===== src/intprio_regs.svh =====
// Purpose: offsets, field positions, reset values and timing for the priority block
// Assumes: avalon-mm word addressing, byte address = 2 * index
// Notes:   definitions only
`ifndef INTPRIO_REGS_SVH
`define INTPRIO_REGS_SVH

// register indices (byte address is two times the index)
`define CAPTURE_EXTINT1_PRIORITY_IDX 8'hAE
`define EXTINT2_PRIORITY_IDX         8'hB2
`define ENCODER_PWM1_PRIORITY_IDX    8'hC0
`define PWM1_FAULT_PRIORITY_IDX      8'hC2
`define UART_ERROR_PRIORITY_IDX      8'hC4
`define PWM2_PRIORITY_IDX            8'hC8
`define PENDING_INTERRUPT_STATUS_IDX 8'hE0
`define CURRENT_LEVEL_IDX            8'hE2

// field low-bit positions
`define CAPTURE8_PRIO_POS      12
`define CAPTURE7_PRIO_POS      8
`define EXTINT1_PRIO_POS       0
`define EXTINT2_PRIO_POS       4
`define ENCODER_PRIO_POS       8
`define PWM_ONE_PRIO_POS       4
`define PWM_ONE_FAULT_PRIO_POS 12
`define UART_ONE_ERROR_PRIO_POS 4
`define PWM_TWO_FAULT_PRIO_POS 8
`define PWM_TWO_PRIO_POS       4
`define NEW_CPU_LEVEL_POS      8
`define PENDING_VECTOR_POS     0

// reset values
`define PRIO_RESET_LEVEL       3'h4
`define STATUS_RESET           16'h0000

// vector number offset of the pending vector field
`define VECTOR_BASE            8'h08

// bus answer latency: one wait cycle, answer on the next edge
`define BUS_WAIT_CYCLES        1

`endif

===== src/intprio_pkg.sv =====
// Purpose: types shared by the priority block
// Assumes: ten peripheral sources in natural vector order
// Notes:   constants live in intprio_regs.svh
package intprio_pkg;

    // sources in ascending vector-table order (lower index wins a tie)
    typedef enum logic [3:0] {
        SRC_EXTINT1,
        SRC_CAPTURE7,
        SRC_CAPTURE8,
        SRC_EXTINT2,
        SRC_ENCODER,
        SRC_PWM_ONE,
        SRC_PWM_ONE_FAULT,
        SRC_PWM_TWO,
        SRC_PWM_TWO_FAULT,
        SRC_UART_ONE_ERROR
    } source_type;

    typedef struct packed {
        logic        read;
        logic        write;
        logic [7:0]  address;
        logic [15:0] writedata;
    } bus_req_type;

    typedef struct packed {
        logic [3:0] level;
        logic [6:0] vector_index;
    } status_type;

endpackage : intprio_pkg


===== src/interrupt_priority_config.sv =====
// Purpose: priority fields, arbiter and pending status of an interrupt controller
// Assumes: flags and enables arrive from same-clock logic; avalon-mm slave, 16-bit data
// Notes:   every access takes one wait cycle; unmapped reads return zero
`timescale 1ns/1ps
`include "intprio_regs.svh"

// Functional notes
// - three-bit priority, 7 highest, 1 lowest
// - priority zero disables the source entirely
// - unimplemented bits read zero, ignore writes
// - capture8 14-12, capture7 10-8, extint1 2-0
// - extint2 priority in bits 6-4 only
// - encoder 10-8, pwm one 6-4
// - pwm one fault in bits 14-12
// - pwm two fault 10-8, pwm two 6-4
// - status level bits 11-8, resets zero
// - status vector bits 6-0, vector minus eight
// - all priority fields reset to four
// - equal priority: lower vector address wins
module interrupt_priority_config #(
    parameter int          NUM_SOURCES = 10,
    parameter logic [6:0]  VEC_EXTINT1 = 7'h0C,
    parameter logic [6:0]  VEC_CAPTURE7 = 7'h0D,
    parameter logic [6:0]  VEC_CAPTURE8 = 7'h0E,
    parameter logic [6:0]  VEC_EXTINT2 = 7'h0F,
    parameter logic [6:0]  VEC_ENCODER = 7'h10,
    parameter logic [6:0]  VEC_PWM_ONE = 7'h11,
    parameter logic [6:0]  VEC_PWM_ONE_FAULT = 7'h12,
    parameter logic [6:0]  VEC_PWM_TWO = 7'h13,
    parameter logic [6:0]  VEC_PWM_TWO_FAULT = 7'h14,
    parameter logic [6:0]  VEC_UART_ONE_ERROR = 7'h15
) (
    input  wire logic                   clk_i,
    input  wire logic                   rst_b_i,
    input  wire logic [7:0]             avs_address_i,
    input  wire logic                   avs_read_i,
    input  wire logic                   avs_write_i,
    input  wire logic [15:0]            avs_writedata_i,
    output logic      [15:0]            avs_readdata_o,
    output logic                        avs_waitrequest_o,
    input  wire logic [NUM_SOURCES-1:0] flag_i,
    input  wire logic [NUM_SOURCES-1:0] enable_i,
    output logic                        irq_req_o,
    output logic      [3:0]             new_cpu_level_o,
    output logic      [6:0]             pending_vector_index_o
);

    // ****************************************
    // priority storage
    // ****************************************
    logic [2:0] prio_r [NUM_SOURCES];
    logic [3:0] cpu_level_r;
    intprio_pkg::status_type status_r;
    intprio_pkg::status_type status_nxt;
    logic       irq_r;
    logic       irq_nxt;
    logic       ack_r;
    logic [15:0] rdata_r;

    // ****************************************
    // bus decode
    // ****************************************
    intprio_pkg::bus_req_type req;
    assign req = '{avs_read_i, avs_write_i, avs_address_i, avs_writedata_i};

    wire access_go = (req.read | req.write) & ~ack_r;
    // writes land at the answering edge, while waitrequest is low
    wire wr_go     = req.write & ack_r;
    wire sel_cap   = (req.address == `CAPTURE_EXTINT1_PRIORITY_IDX);
    wire sel_ext2  = (req.address == `EXTINT2_PRIORITY_IDX);
    wire sel_enc   = (req.address == `ENCODER_PWM1_PRIORITY_IDX);
    wire sel_flt1  = (req.address == `PWM1_FAULT_PRIORITY_IDX);
    wire sel_uart  = (req.address == `UART_ERROR_PRIORITY_IDX);
    wire sel_pwm2  = (req.address == `PWM2_PRIORITY_IDX);
    wire sel_stat  = (req.address == `PENDING_INTERRUPT_STATUS_IDX);
    wire sel_lvl   = (req.address == `CURRENT_LEVEL_IDX);

    wire [15:0] rd_cap  = {1'b0, prio_r[intprio_pkg::SRC_CAPTURE8], 1'b0,
                           prio_r[intprio_pkg::SRC_CAPTURE7], 5'h00,
                           prio_r[intprio_pkg::SRC_EXTINT1]};
    wire [15:0] rd_ext2 = {9'h000, prio_r[intprio_pkg::SRC_EXTINT2], 4'h0};
    wire [15:0] rd_enc  = {5'h00, prio_r[intprio_pkg::SRC_ENCODER], 1'b0,
                           prio_r[intprio_pkg::SRC_PWM_ONE], 4'h0};
    wire [15:0] rd_flt1 = {1'b0, prio_r[intprio_pkg::SRC_PWM_ONE_FAULT], 12'h000};
    wire [15:0] rd_uart = {9'h000, prio_r[intprio_pkg::SRC_UART_ONE_ERROR], 4'h0};
    wire [15:0] rd_pwm2 = {5'h00, prio_r[intprio_pkg::SRC_PWM_TWO_FAULT], 1'b0,
                           prio_r[intprio_pkg::SRC_PWM_TWO], 4'h0};
    wire [15:0] rd_stat = {4'h0, status_r.level, 1'b0, status_r.vector_index};

    wire [15:0] rd_mux =
        sel_cap  ? rd_cap  :
        sel_ext2 ? rd_ext2 :
        sel_enc  ? rd_enc  :
        sel_flt1 ? rd_flt1 :
        sel_uart ? rd_uart :
        sel_pwm2 ? rd_pwm2 :
        sel_stat ? rd_stat :
        sel_lvl  ? {12'h000, cpu_level_r} : 16'h0000;

    // ****************************************
    // bus handshake: one wait cycle
    // ****************************************
    always_ff @(posedge clk_i or negedge rst_b_i) begin
        if (!rst_b_i) begin
            ack_r   <= 1'b0;
            rdata_r <= 16'h0000;
        end else begin
            ack_r   <= access_go;
            rdata_r <= (access_go & req.read) ? rd_mux : rdata_r;
        end
    end

    // waitrequest high unless the answer stands this cycle
    logic wait_r;
    always_ff @(posedge clk_i or negedge rst_b_i) begin
        if (!rst_b_i) begin
            wait_r <= 1'b1;
        end else begin
            wait_r <= ~access_go;
        end
    end

    // ****************************************
    // priority field writes
    // ****************************************
    function automatic logic [2:0] pick(input logic [15:0] d, input int pos);
        pick = d[pos +: 3];
    endfunction : pick

    always_ff @(posedge clk_i or negedge rst_b_i) begin
        if (!rst_b_i) begin
            for (int i = 0; i < NUM_SOURCES; i++) begin
                prio_r[i] <= `PRIO_RESET_LEVEL;
            end
            cpu_level_r <= 4'h0;
        end else if (wr_go) begin
            if (sel_cap) begin
                prio_r[intprio_pkg::SRC_CAPTURE8] <= pick(req.writedata, `CAPTURE8_PRIO_POS);
                prio_r[intprio_pkg::SRC_CAPTURE7] <= pick(req.writedata, `CAPTURE7_PRIO_POS);
                prio_r[intprio_pkg::SRC_EXTINT1]  <= pick(req.writedata, `EXTINT1_PRIO_POS);
            end else if (sel_ext2) begin
                prio_r[intprio_pkg::SRC_EXTINT2] <= pick(req.writedata, `EXTINT2_PRIO_POS);
            end else if (sel_enc) begin
                prio_r[intprio_pkg::SRC_ENCODER] <= pick(req.writedata, `ENCODER_PRIO_POS);
                prio_r[intprio_pkg::SRC_PWM_ONE] <= pick(req.writedata, `PWM_ONE_PRIO_POS);
            end else if (sel_flt1) begin
                prio_r[intprio_pkg::SRC_PWM_ONE_FAULT] <=
                    pick(req.writedata, `PWM_ONE_FAULT_PRIO_POS);
            end else if (sel_uart) begin
                prio_r[intprio_pkg::SRC_UART_ONE_ERROR] <=
                    pick(req.writedata, `UART_ONE_ERROR_PRIO_POS);
            end else if (sel_pwm2) begin
                prio_r[intprio_pkg::SRC_PWM_TWO_FAULT] <=
                    pick(req.writedata, `PWM_TWO_FAULT_PRIO_POS);
                prio_r[intprio_pkg::SRC_PWM_TWO] <= pick(req.writedata, `PWM_TWO_PRIO_POS);
            end else if (sel_lvl) begin
                cpu_level_r <= req.writedata[3:0];
            end
        end
    end

    // ****************************************
    // arbiter
    // ****************************************
    logic [6:0] vec_tab [NUM_SOURCES];
    assign vec_tab = '{VEC_EXTINT1, VEC_CAPTURE7, VEC_CAPTURE8, VEC_EXTINT2,
                       VEC_ENCODER, VEC_PWM_ONE, VEC_PWM_ONE_FAULT, VEC_PWM_TWO,
                       VEC_PWM_TWO_FAULT, VEC_UART_ONE_ERROR};

    logic [2:0] best_prio;
    logic [6:0] best_vec;
    logic       found;

    always_comb begin
        best_prio = 3'h0;
        best_vec  = 7'h00;
        found     = 1'b0;
        for (int i = 0; i < NUM_SOURCES; i++) begin
            // strict compare keeps lower vector on ties
            if (flag_i[i] && enable_i[i] && (prio_r[i] != 3'h0)
                && (prio_r[i] > best_prio)) begin
                best_prio = prio_r[i];
                best_vec  = vec_tab[i];
                found     = 1'b1;
            end
        end
    end

    wire win = found && ({1'b0, best_prio} > cpu_level_r);
    wire [6:0] vec_minus = 7'(best_vec - 7'(`VECTOR_BASE));

    always_comb begin
        status_nxt = status_r;
        irq_nxt    = win;
        if (win) begin
            status_nxt.level        = {1'b0, best_prio};
            status_nxt.vector_index = vec_minus;
        end
    end

    always_ff @(posedge clk_i or negedge rst_b_i) begin
        if (!rst_b_i) begin
            status_r <= '0;
            irq_r    <= 1'b0;
        end else begin
            status_r <= status_nxt;
            irq_r    <= irq_nxt;
        end
    end

    assign avs_readdata_o         = rdata_r;
    assign avs_waitrequest_o      = wait_r;
    assign irq_req_o              = irq_r;
    assign new_cpu_level_o        = status_r.level;
    assign pending_vector_index_o = status_r.vector_index;

    // bit positions that hold no field
    wire [15:0] hole_mask =
        sel_cap               ? 16'h88F8 :
        (sel_ext2 | sel_uart) ? 16'hFF8F :
        (sel_enc | sel_pwm2)  ? 16'hF88F :
        sel_flt1              ? 16'h8FFF :
        sel_stat              ? 16'hF080 :
        sel_lvl               ? 16'hFFF0 : 16'hFFFF;

    // every field still at its reset level
    logic prio_all_reset;
    always_comb begin
        prio_all_reset = 1'b1;
        for (int i = 0; i < NUM_SOURCES; i++) begin
            if (prio_r[i] != `PRIO_RESET_LEVEL) begin
                prio_all_reset = 1'b0;
            end
        end
    end
endmodule : interrupt_priority_config


===== config.mk =====
export PLATFORM = sky130hd
export DESIGN_NAME = interrupt_priority_config
export DESIGN_NICKNAME = d
export VERILOG_FILES = /design/src/intprio_pkg.sv /design/src/interrupt_priority_config.sv
export VERILOG_INCLUDE_DIRS = /design/src
export SDC_FILE = /design/constraint.sdc
export NUM_CORES = 1
export LEC_CHECK = 0
export ABC_AREA = 1
export BUFFER_PORTS_ARGS = -buffer_cell sky130_fd_sc_hd__buf_2
export CORE_ASPECT_RATIO = 0.9
export CORE_MARGIN = 1.5
export CORE_UTILIZATION = 55
export CTS_BUF_LIST = sky130_fd_sc_hd__clkbuf_4 sky130_fd_sc_hd__clkbuf_8
export DETAILED_ROUTE_END_ITERATION = 6
export PLACE_DENSITY = 0.79
export SYNTH_ARGS = -nofsm -noshare
export SYNTH_HDL_FRONTEND = slang
export SYNTH_SLANG_ARGS = --single-unit
export TNS_END_PERCENT = 20

===== constraint.sdc =====
create_clock -name clk_i -period 16.8 [get_ports clk_i]
set_input_delay 3.36 -clock clk_i [delete_from_list [all_inputs] [get_ports clk_i]]
set_output_delay 3.36 -clock clk_i [all_outputs]
set_load 0.05 [all_outputs]

==> out/results.txt, run 1 <==
Via count: 4106
Hold Path Class: flop to flop
Via-per-instance ratio: 5.640
CTS tree: built
Worst slew margin: 28.73%
Cell family with most CP delay: simple AND/OR/NAND/NOR gates
Site Rows: 29
Failing checks: design-rule violations
Drt wl/cell: 15.20 um
CP Capture Type: flop
Worst reg-to-reg setup slack: 4320 ps
Clk_lat worst skew: 360 ps
First-pass GRT wire length: 18010 um
Hpwl dp: 8530 um
Max Slew Vio Count: 0
Cells after Synth: 556
Pin count of the biggest net entering global routing: 60
Die H: 85.51 um
Top_reg_cell synth: dfrtp_1
GP Congestion: 0.9480
Num ports: 77
Status: finished with violations
Initial DRC Count: 262
CP Launch Point: enable_i[0]
Data required time of the worst path: 17100 ps
Num Clock Sinks: 59
Fill cells: 641
Initial antenna violation count: 0
Final WL: 11070 um
CP startpoint kind: input port
Crit path time final: 15070 ps
Mapped Avg Cell Area: 7.482 um^2
Antenna Nets Post-Route: 0
Critical path fanouts, max: 14
CP endpoint: new_cpu_level_o[2]
Critical path class: input port to flop
I/O Buffers: 69
R2R depth: 71
Proportion of layout cells with a drive suffix above 1: 25.04%
Most common cell after layout, fill and taps aside: nand2_1
Setup TNS: 0 ps
Fmax: 0.06638 GHz
Clk root buf: clkbuf_8
WP depth: 71
Number of synthesized register bits: 59
Final hold violation count: 0
Worst vdd ir: 0.04784 mV
Critical Path Max Stage Delay: 440 ps
Reg-to-Reg End: new_cpu_level_o[2]
Antenna cells: 0
Hold WS: 475.0 ps
Cell mode on critical path: o21ai_0
Setup violators final: 0
GR Util All Layers: 28.91%
Post-route total power: 369.7 uW
Critical path arrival: 15370 ps
H-tree Lvls: 3
Final clock period utilization by the worst path: 89.68%
Clock Tree Buf Depth: 2
Residual DRC: 1
EDFF count, synth: 0
Synthesized cell area: 0.004160 mm^2
Layout area overhead: 14.62%
Critical path buffers and inverters: 8
Max-cap check violation count: 0
Buffer count from post-CTS setup fixing: 0
Placement Setup Slack: 1648 ps
Core area: 0.007184 mm^2
DRT Pass-1 Iters: 7
Slowest cell on the critical path: a311oi_1
Ys async rst share: 100.0%
Initial Util: 57.91%
RR Startpoint: prio_r[29]
Clock transition at path regs: 80 ps
Post-route insts no fill: 728
Synth warn: 0
Post-placement cell count: 712
RSZ-0062 raised after global routing: no
Grt ovf: 0
Die W: 94.68 um
Total CTS buffers: 9
Netlist cell types: 46
Post-synthesis sequential area ratio: 35.82%
Nets@finish: 695
Leak pwr: 2.553 nW
Hold_buf cts: 0
Worst setup margin: 1734 ps
Worst-Margin Slew: 1065 ps
Resize count post-CTS: 0
Vias in the first global route: 3828
Most frequent cells in the layout: nand2_1, inv_1, buf_2, o21ai_0, dfrtp_1
Die area: 0.008096 mm^2
Pwr dens: 77.54 mW/mm^2
Clock Skews: 9.040 ps
stage by stage:
stage	util, %	instance area (um^2)
floorplan	-	4172
global placement	63.58	4568
detailed placement	63.58	4568
CTS	66.37	4768
global route	66.37	4768
finish	66.37	4768
routing by layer:
metal  vias to the layer above  share of wire, %  global-route usage [%]
met4                         0               3.0                   10.58
li1                       1983                 -                       -
met5                         -                 0                       0
met2                       190                46                   45.58
met1                      1901                43                   38.72
met3                        32               7.5                   6.826
cell usage after synthesis, types with 7 or more instances:
cell,instances,area share (%)
nor2_1,30,2.7
nand2_2,20,3.0
nand2_1,145,13
a21oi_1,10,1.2
inv_1,74,6.7
nand3_1,38,4.6
nand2_4,11,3.0
dfstp_2,11,6.9
nor3_1,7,0.84
ha_1,17,5.1
nand3_2,11,2.6
o21ai_0,59,7.1
dfrtp_1,48,29
report_power, final:
part	leakage (nW)	switching (mW)	total, mW	internal [mW]
sequential	0.719	0.00556	0.155	0.149
combinational	1.74	0.0543	0.0798	0.0254
clock	0.0962	0.0661	0.135	0.0694
total	2.55	0.126	0.370	0.244
registers in the layout, summed over array words and instances, names as in the netlist:
signal / count
irq_req_o: 1
ack_r: 1
pending_vector_index_o: 6
avs_waitrequest_o: 1
prio_r: 30
new_cpu_level_o: 3
cpu_level_r: 4
avs_readdata_o: 13
cell type report:
type                    count  area [um^2]  area share (%)
multi-input cells         410         2308           48.41
inverters                  80        300.3           6.298
flip-flops and latches     59         1490           31.25
clock inverters             7        76.32           1.601
repair buffers             70        352.8           7.400
clock buffers               9        123.9           2.598
well taps                  93        116.4           2.440
kinds of logic (layout without fill, tap and decap cells):
kind of cell,after synthesis,after routing,synth area share (%)
AND/OR/NAND/NOR,285,285,34.89
flip-flops,59,59,35.82
AO/OA/AOI/OAI,104,104,15.13
adder cells (fa/ha/maj),17,17,5.113
other,1,4,0.09014
buffers and inverters,90,166,8.962
worst reg2reg max path: cells and delay by family, from the launching register on:
kind | cells | cell delay, ps
flip-flops | 1 | 570
AO/OA/AOI/OAI | 19 | 4170
AND/OR/NAND/NOR | 36 | 4190
adder cells (fa/ha/maj) | 10 | 2910
buffers and inverters | 6 | 550
worst min-delay path by stage:
stage / startpoint / end / slack (ps) / cells past startpoint
2_1_floorplan: ack_r / ack_r / 450 / 1
3_3_place_gp: avs_readdata_o[3] / avs_readdata_o[3] / 460 / 2
3_5_place_dp: avs_readdata_o[14] / avs_readdata_o[14] / 460 / 2
4_1_cts: avs_readdata_o[14] / avs_readdata_o[14] / 480 / 2
5_1_grt: avs_readdata_o[13] / avs_readdata_o[13] / 500 / 1
6_report: avs_readdata_o[14] / avs_readdata_o[14] / 470 / 2
Power figures use the tool's default switching activity.
==> run 2: changes to the inputs <==
--- a/config.mk
+++ b/config.mk
@@ -8,12 +8,14 @@
 export LEC_CHECK = 0
 export ABC_AREA = 1
 export BUFFER_PORTS_ARGS = -buffer_cell sky130_fd_sc_hd__buf_2
+export CELL_PAD_IN_SITES_DETAIL_PLACEMENT = 0
+export CELL_PAD_IN_SITES_GLOBAL_PLACEMENT = 2
 export CORE_ASPECT_RATIO = 0.9
 export CORE_MARGIN = 1.5
-export CORE_UTILIZATION = 55
+export CORE_UTILIZATION = 35
 export CTS_BUF_LIST = sky130_fd_sc_hd__clkbuf_4 sky130_fd_sc_hd__clkbuf_8
 export DETAILED_ROUTE_END_ITERATION = 6
-export PLACE_DENSITY = 0.79
+export PLACE_DENSITY_LB_ADDON = 0.1
 export SYNTH_ARGS = -nofsm -noshare
 export SYNTH_HDL_FRONTEND = slang
 export SYNTH_SLANG_ARGS = --single-unit
==> out/results.txt, run 2 (synthesis results as in run 1) <==
Num ports: 77 (unchanged)
Drt wl/cell: 15.66 um (was 15.20 um)
Gate power share: 20.6% (was 21.6%)
Final hold violation count: 0 (unchanged)
Cell mode on critical path: o21ai_0 (unchanged)
Clock transition at path regs: 70 ps (was 80 ps)
Core area: 0.01153 mm^2 (was 0.007184 mm^2)
Post-route total power: 386.0 uW (was 369.7 uW)
Clk_lat worst skew: 340 ps (was 360 ps)
Pin count of the biggest net entering global routing: 60 (unchanged)
Grt ovf: 0 (unchanged)
Initial antenna violation count: 0 (unchanged)
Slowest cell on the critical path: a311oi_1 (unchanged)
Pwr dens: 79.22 mW/mm^2 (was 77.54 mW/mm^2)
Max FFs per register: 30 (unchanged)
Total CTS buffers: 9 (unchanged)
Worst slew margin: 34.25% (was 28.73%)
Data required time of the worst path: 17090 ps (was 17100 ps)
Proportion of layout cells with a drive suffix above 1: 24.92% (was 25.04%)
CP startpoint kind: input port (unchanged)
R2R depth: 71 (unchanged)
Initial Util: 36.09% (was 57.91%)
Fmax: 0.06584 GHz (was 0.06638 GHz)
Final WL: 12370 um (was 11070 um)
GR Util All Layers: 20.49% (was 28.91%)
Net switching power: 121.0 uW (was 126.0 uW)
Die W: 117.9 um (was 94.68 um)
Antenna Nets Post-Route: 0 (unchanged)
Critical Path Max Stage Delay: 500 ps (was 440 ps)
Status: finished clean (was finished with violations)
Critical path arrival: 15480 ps (was 15370 ps)
Site Rows: 37 (was 29)
Post-route insts no fill: 790 (was 728)
Hold_buf cts: 0 (unchanged)
Die H: 106.4 um (was 85.51 um)
Residual DRC: 0 (was 1)
Resize count post-CTS: 0 (unchanged)
CP Capture Type: flop (unchanged)
GP Congestion: 0.8264 (was 0.9480)
Final clock period utilization by the worst path: 90.41% (was 89.68%)
Hold Crit Depth: 2 (unchanged)
H-tree Lvls: 3 (unchanged)
Hpwl dp: 9890 um (was 8530 um)
Final core occ: 42.27% (was 66.37%)
Antenna cells: 0 (unchanged)
Num Clock Sinks: 59 (unchanged)
Clk root buf: clkbuf_8 (unchanged)
Die area: 0.01255 mm^2 (was 0.008096 mm^2)
RSZ-0062 raised after global routing: no (unchanged)
Setup violators final: 0 (unchanged)
Most frequent cells in the layout: nand2_1, inv_1, buf_2, o21ai_0, dfrtp_1 (unchanged)
Vias in the first global route: 3667 (was 3828)
Critical path fanouts, max: 14 (unchanged)
Critical path class: input port to flop (unchanged)
DRT Pass-1 Iters: 4 (was 7)
Largest reg by FF count: prio_r (unchanged)
Via count: 3850 (was 4106)
Post-placement cell count: 775 (was 712)
Layout area overhead: 17.11% (was 14.62%)
Buffer count from post-CTS setup fixing: 0 (unchanged)
Setup TNS: 0 ps (unchanged)
Worst-Margin Slew: 982.7 ps (was 1065 ps)
Worst setup margin: 1611 ps (was 1734 ps)
Clock power share: 39.2% (was 36.6%)
First-pass GRT wire length: 19710 um (was 18010 um)
Via-per-instance ratio: 4.873 (was 5.640)
Clock Skews: 5.707 ps (was 9.040 ps)
Leak pwr: 2.572 nW (was 2.553 nW)
Placement Setup Slack: 1208 ps (was 1648 ps)
Max Slew Vio Count: 0 (unchanged)
Most common cell after layout, fill and taps aside: nand2_1 (unchanged)
CTS tree: built (unchanged)
Crit path time final: 15190 ps (was 15070 ps)
Register share of total power: 40.2% (was 41.8%)
Clock Tree Buf Depth: 2 (unchanged)
Initial DRC Count: 163 (was 262)
I/O Buffers: 69 (unchanged)
Net Sw Frac: 31.34% (was 34.07%)
Nets@finish: 695 (unchanged)
Worst vdd ir: 0.07195 mV (was 0.04784 mV)
Hold Path Class: flop to flop (unchanged)
Internal: 265.0 uW (was 243.8 uW)
Max-cap check violation count: 0 (unchanged)
## run 2: cell types whose count changed in the layout (fill, tap and decap cells not counted)
cell,delta
bufinv_16,+1
inv_6,-2
clkinvlp_4,-2
clkbuf_8,+2
## run 2: routing by layer
metal  global-route usage (%)  share of wire, %
met5                        0                 0
met4                    3.920              0.74
met3                    4.345               4.4
met2                    32.41                44
met1                    29.04                51
## run 2: final cells by class
type                    instances  area [um^2]
clock inverters                 4        73.82
multi-input cells             410         2308
repair buffers                 70        352.8
fillers                      1215         6655
well taps                     156        195.2
inverters                      80        300.3
flip-flops and latches         59         1490
clock buffers                  11        151.4
## run 2: power by group through the flow
stage / sequential, mW / combinational [mW] / clock [mW]
4_1_cts: 0.155 / 0.0807 / 0.154
3_5_place_dp: 0.158 / 0.0803 / 0
5_1_grt: 0.156 / 0.0897 / 0.162
3_3_place_gp: 0.158 / 0.0789 / 0
2_1_floorplan: 0.167 / 0.0461 / 0
6_report: 0.155 / 0.0797 / 0.151
## run 2: worst paths after layout
| check | startpoint | endpoint | slack (ps) |
|---|---|---|---|
| max | enable_i[0] | pending_vector_index_o[5] | 1610 |
| min | avs_readdata_o[3] | avs_readdata_o[3] | 480 |
| max reg2reg | prio_r[29] | pending_vector_index_o[5] | 4210 |
| min reg2reg | avs_readdata_o[3] | avs_readdata_o[3] | 480 |
| max in group asynchronous | rst_b_i | prio_r[0] | 13110 |
| min in group asynchronous | rst_b_i | prio_r[28] | 3180 |
## run 2: worst max-delay path, delay by kind of cell
kind,cells,cell delay (ps)
buf+inv,8,700
simple gates,34,4210
fa+ha+maj,10,2990
compound gates,19,4180
## run 2: per-stage QoR
| step | instance area (um^2) | hold slack [ps] |
|---|---|---|
| 4_1_cts | 4872 | 480.2 |
| 5_1_grt | 4872 | 499.9 |
| 6_report | 4872 | 479.3 |
| 2_1_floorplan | 4172 | 449.6 |
| 3_3_place_gp | 4647 | 461.3 |
| 3_5_place_dp | 4647 | 461.3 |
==> run 3: changes to the inputs <==
--- a/config.mk
+++ b/config.mk
@@ -12,10 +12,10 @@
 export CELL_PAD_IN_SITES_GLOBAL_PLACEMENT = 2
 export CORE_ASPECT_RATIO = 0.9
 export CORE_MARGIN = 1.5
-export CORE_UTILIZATION = 35
+export CORE_UTILIZATION = 33
 export CTS_BUF_LIST = sky130_fd_sc_hd__clkbuf_4 sky130_fd_sc_hd__clkbuf_8
 export DETAILED_ROUTE_END_ITERATION = 6
-export PLACE_DENSITY_LB_ADDON = 0.1
+export PLACE_DENSITY = 0.84
 export SYNTH_ARGS = -nofsm -noshare
 export SYNTH_HDL_FRONTEND = slang
 export SYNTH_SLANG_ARGS = --single-unit
==> constraint.sdc (replaced) <==
create_clock -name clk_i -period 15.3 [get_ports clk_i]
set_input_delay 3.06 -clock clk_i [delete_from_list [all_inputs] [get_ports clk_i]]
set_output_delay 3.06 -clock clk_i [all_outputs]
set_load 0.05 [all_outputs]
==> out/results.txt, run 3 (synthesis results as in run 1) <==
Final hold violation count: 0 (unchanged)
Pwr dens: 83.14 mW/mm^2 (was 79.22 mW/mm^2)
Clock Tree Buf Depth: 2 (unchanged)
Antenna cells: 0 (unchanged)
Most common cell after layout, fill and taps aside: nand2_1 (unchanged)
Fmax: 0.07053 GHz
Highest metal used: met4 (unchanged)
Clk root buf: clkbuf_8 (unchanged)
Worst slew margin: 25.41% (was 34.25%)
Hold Path Class: flop to flop (unchanged)
Internal: 268.7 uW (was 265.0 uW)
CP startpoint kind: input port (unchanged)
Initial DRC Count: 221 (was 163)
Setup TNS: 0 ps (unchanged)
Grt ovf: 0 (unchanged)
Leak pwr: 2.563 nW (was 2.572 nW)
Most frequent cells in the layout: nand2_1, inv_1, buf_2, o21ai_0, dfrtp_1 (unchanged)
Net switching power: 135.3 uW (was 121.0 uW)
Critical path class: input port to flop (unchanged)
Clock power share: 36.3% (was 39.2%)
Post-route total power: 404.0 uW (was 386.0 uW)
Clock transition at path regs: 80 ps (was 70 ps)
Cell mode on critical path: ha_1 (was o21ai_0)
Pin count of the biggest net entering global routing: 60 (unchanged)
GP Congestion: 0.8572 (was 0.8264)
Via count: 3857 (was 3850)
Setup violators final: 0 (unchanged)
Met2 routed WL: 5169 um (was 5430 um)
Proportion of layout cells with a drive suffix above 1: 25.31% (was 24.92%)
Via-per-instance ratio: 4.845 (was 4.873)
Slowest cell on the critical path: ha_1 (was a311oi_1)
Register share of total power: 42.1% (was 40.2%)
Met3 wire len: 560 um (was 550 um)
CTS tree: built (unchanged)
Residual DRC: 0 (unchanged)
H-tree Lvls: 3 (unchanged)
Site Rows: 38 (was 37)
Drt wl/cell: 14.93 um (was 15.66 um)
First-pass GRT wire length: 19310 um (was 19710 um)
Layout area overhead: 16.81% (was 17.11%)
Hpwl dp: 9533 um (was 9890 um)
Critical Path Max Stage Delay: 310 ps (was 500 ps)
Critical path arrival: 14470 ps (was 15480 ps)
Fill cells: 1334 (was 1215)
Nets@finish: 696 (was 695)
Largest reg by FF count: prio_r (unchanged)
Hold_buf cts: 0 (unchanged)
Data required time of the worst path: 15590 ps (was 17090 ps)
Num Clock Sinks: 59 (unchanged)
Max Slew Vio Count: 0 (unchanged)
Final clock period utilization by the worst path: 92.67%
I/O Buffers: 69 (unchanged)
Max-cap check violation count: 0 (unchanged)
RSZ-0062 raised after global routing: no (unchanged)
Crit path time final: 14180 ps
Die area: 0.01329 mm^2 (was 0.01255 mm^2)
Total CTS buffers: 9 (unchanged)
DRT Pass-1 Iters: 4 (unchanged)
Die H: 109.5 um (was 106.4 um)
Initial antenna violation count: 0 (unchanged)
Worst-Margin Slew: 1115 ps (was 982.7 ps)
Initial Util: 34.18% (was 36.09%)
Antenna Nets Post-Route: 0 (unchanged)
Buffer count from post-CTS setup fixing: 0 (unchanged)
Vias in the first global route: 3746 (was 3667)
Gate power share: 21.6% (was 20.6%)
Core area: 0.01217 mm^2 (was 0.01153 mm^2)
Die W: 121.4 um (was 117.9 um)
Clock Skews: 9.196 ps (was 5.707 ps)
Clk_lat worst skew: 360 ps (was 340 ps)
GR Util All Layers: 19.05% (was 20.49%)
Num ports: 77 (unchanged)
Max FFs per register: 30 (unchanged)
Final WL: 11890 um (was 12370 um)
Status: finished clean (unchanged)
CP Capture Type: flop (unchanged)
Metal-1 WL: 6059 um (was 6296 um)
Worst vdd ir: 0.04235 mV (was 0.07195 mV)
Critical path fanouts, max: 14 (unchanged)
Net Sw Frac: 33.50% (was 31.34%)
-- run 3: changes by cell type in the layout (fill, tap and decap cells not counted), sizes merged --
cell	previous run	this run
bufinv	2	1
clkinvlp	0	1
clkinv	3	4
clkbuf	11	10
buf	70	71
inv	79	80
-- run 3: final cells by class --
class	instances	area [um^2]	area share (%)
clock buffers	10	131.4	2.703
multi-input cells	410	2312	47.58
flip-flops and latches	59	1490	30.66
clock inverters	6	65.06	1.339
repair buffers	71	360.3	7.415
inverters	80	300.3	6.179
well taps	160	200.2	4.119
-- run 3: metal layers --
| metal | vias up | global-route usage (%) |
|---|---|---|
| met1 | 1773 | 26.65 |
| met2 | 91 | 30.67 |
| li1 | 1981 | - |
| met5 | - | 0 |
| met4 | 0 | 4.538 |
| met3 | 12 | 3.371 |
-- run 3: worst max-delay path: cells and delay by family --
| family | cells | cell delay (ps) |
|---|---|---|
| buffers and inverters | 9 | 870 |
| AO/OA/AOI/OAI | 19 | 3610 |
| adder cells (fa/ha/maj) | 10 | 2870 |
| AND/OR/NAND/NOR | 34 | 4080 |
-- run 3: worst paths after layout --
kind,end,from,cells after the start,slack (ps)
max reg2reg,new_cpu_level_o[0],prio_r[29],72,3400
max in group asynchronous,avs_readdata_o[6],rst_b_i,2,11900
max,new_cpu_level_o[0],enable_i[0],72,1120
min in group asynchronous,avs_readdata_o[2],rst_b_i,2,2860
min,avs_readdata_o[0],avs_readdata_o[0],2,480
min reg2reg,avs_readdata_o[0],avs_readdata_o[0],2,480
-- run 3: power by group through the flow --
stage	Clock (mW)	Sequential, mW	Combinational (mW)
2_1_floorplan	0	0.183	0.0506
3_3_place_gp	0	0.173	0.0859
3_5_place_dp	0	0.173	0.0875
4_1_cts	0.150	0.170	0.0878
5_1_grt	0.159	0.171	0.0982
6_report	0.147	0.170	0.0871
-- run 3: what timing repair did --
item / 4_1_cts / 5_1_grt
hold endpoints to repair: 0 / 0
endpoints found under the setup margin: 0 / 10
resized for setup: 0 / 5
-- run 3: metrics by stage --
stage	std cells	hold slack, ps	instance area [um^2]	worst slack [ps]	util (%)
finish	796	483.4	4860	1122	39.93
global route	796	508.1	4860	50.16	39.93
CTS	796	488.2	4856	578.1	39.90
detailed placement	780	469.1	4659	227.1	38.28
global placement	780	461.4	4659	498.9	38.28
floorplan	559	449.6	4172	2036	-
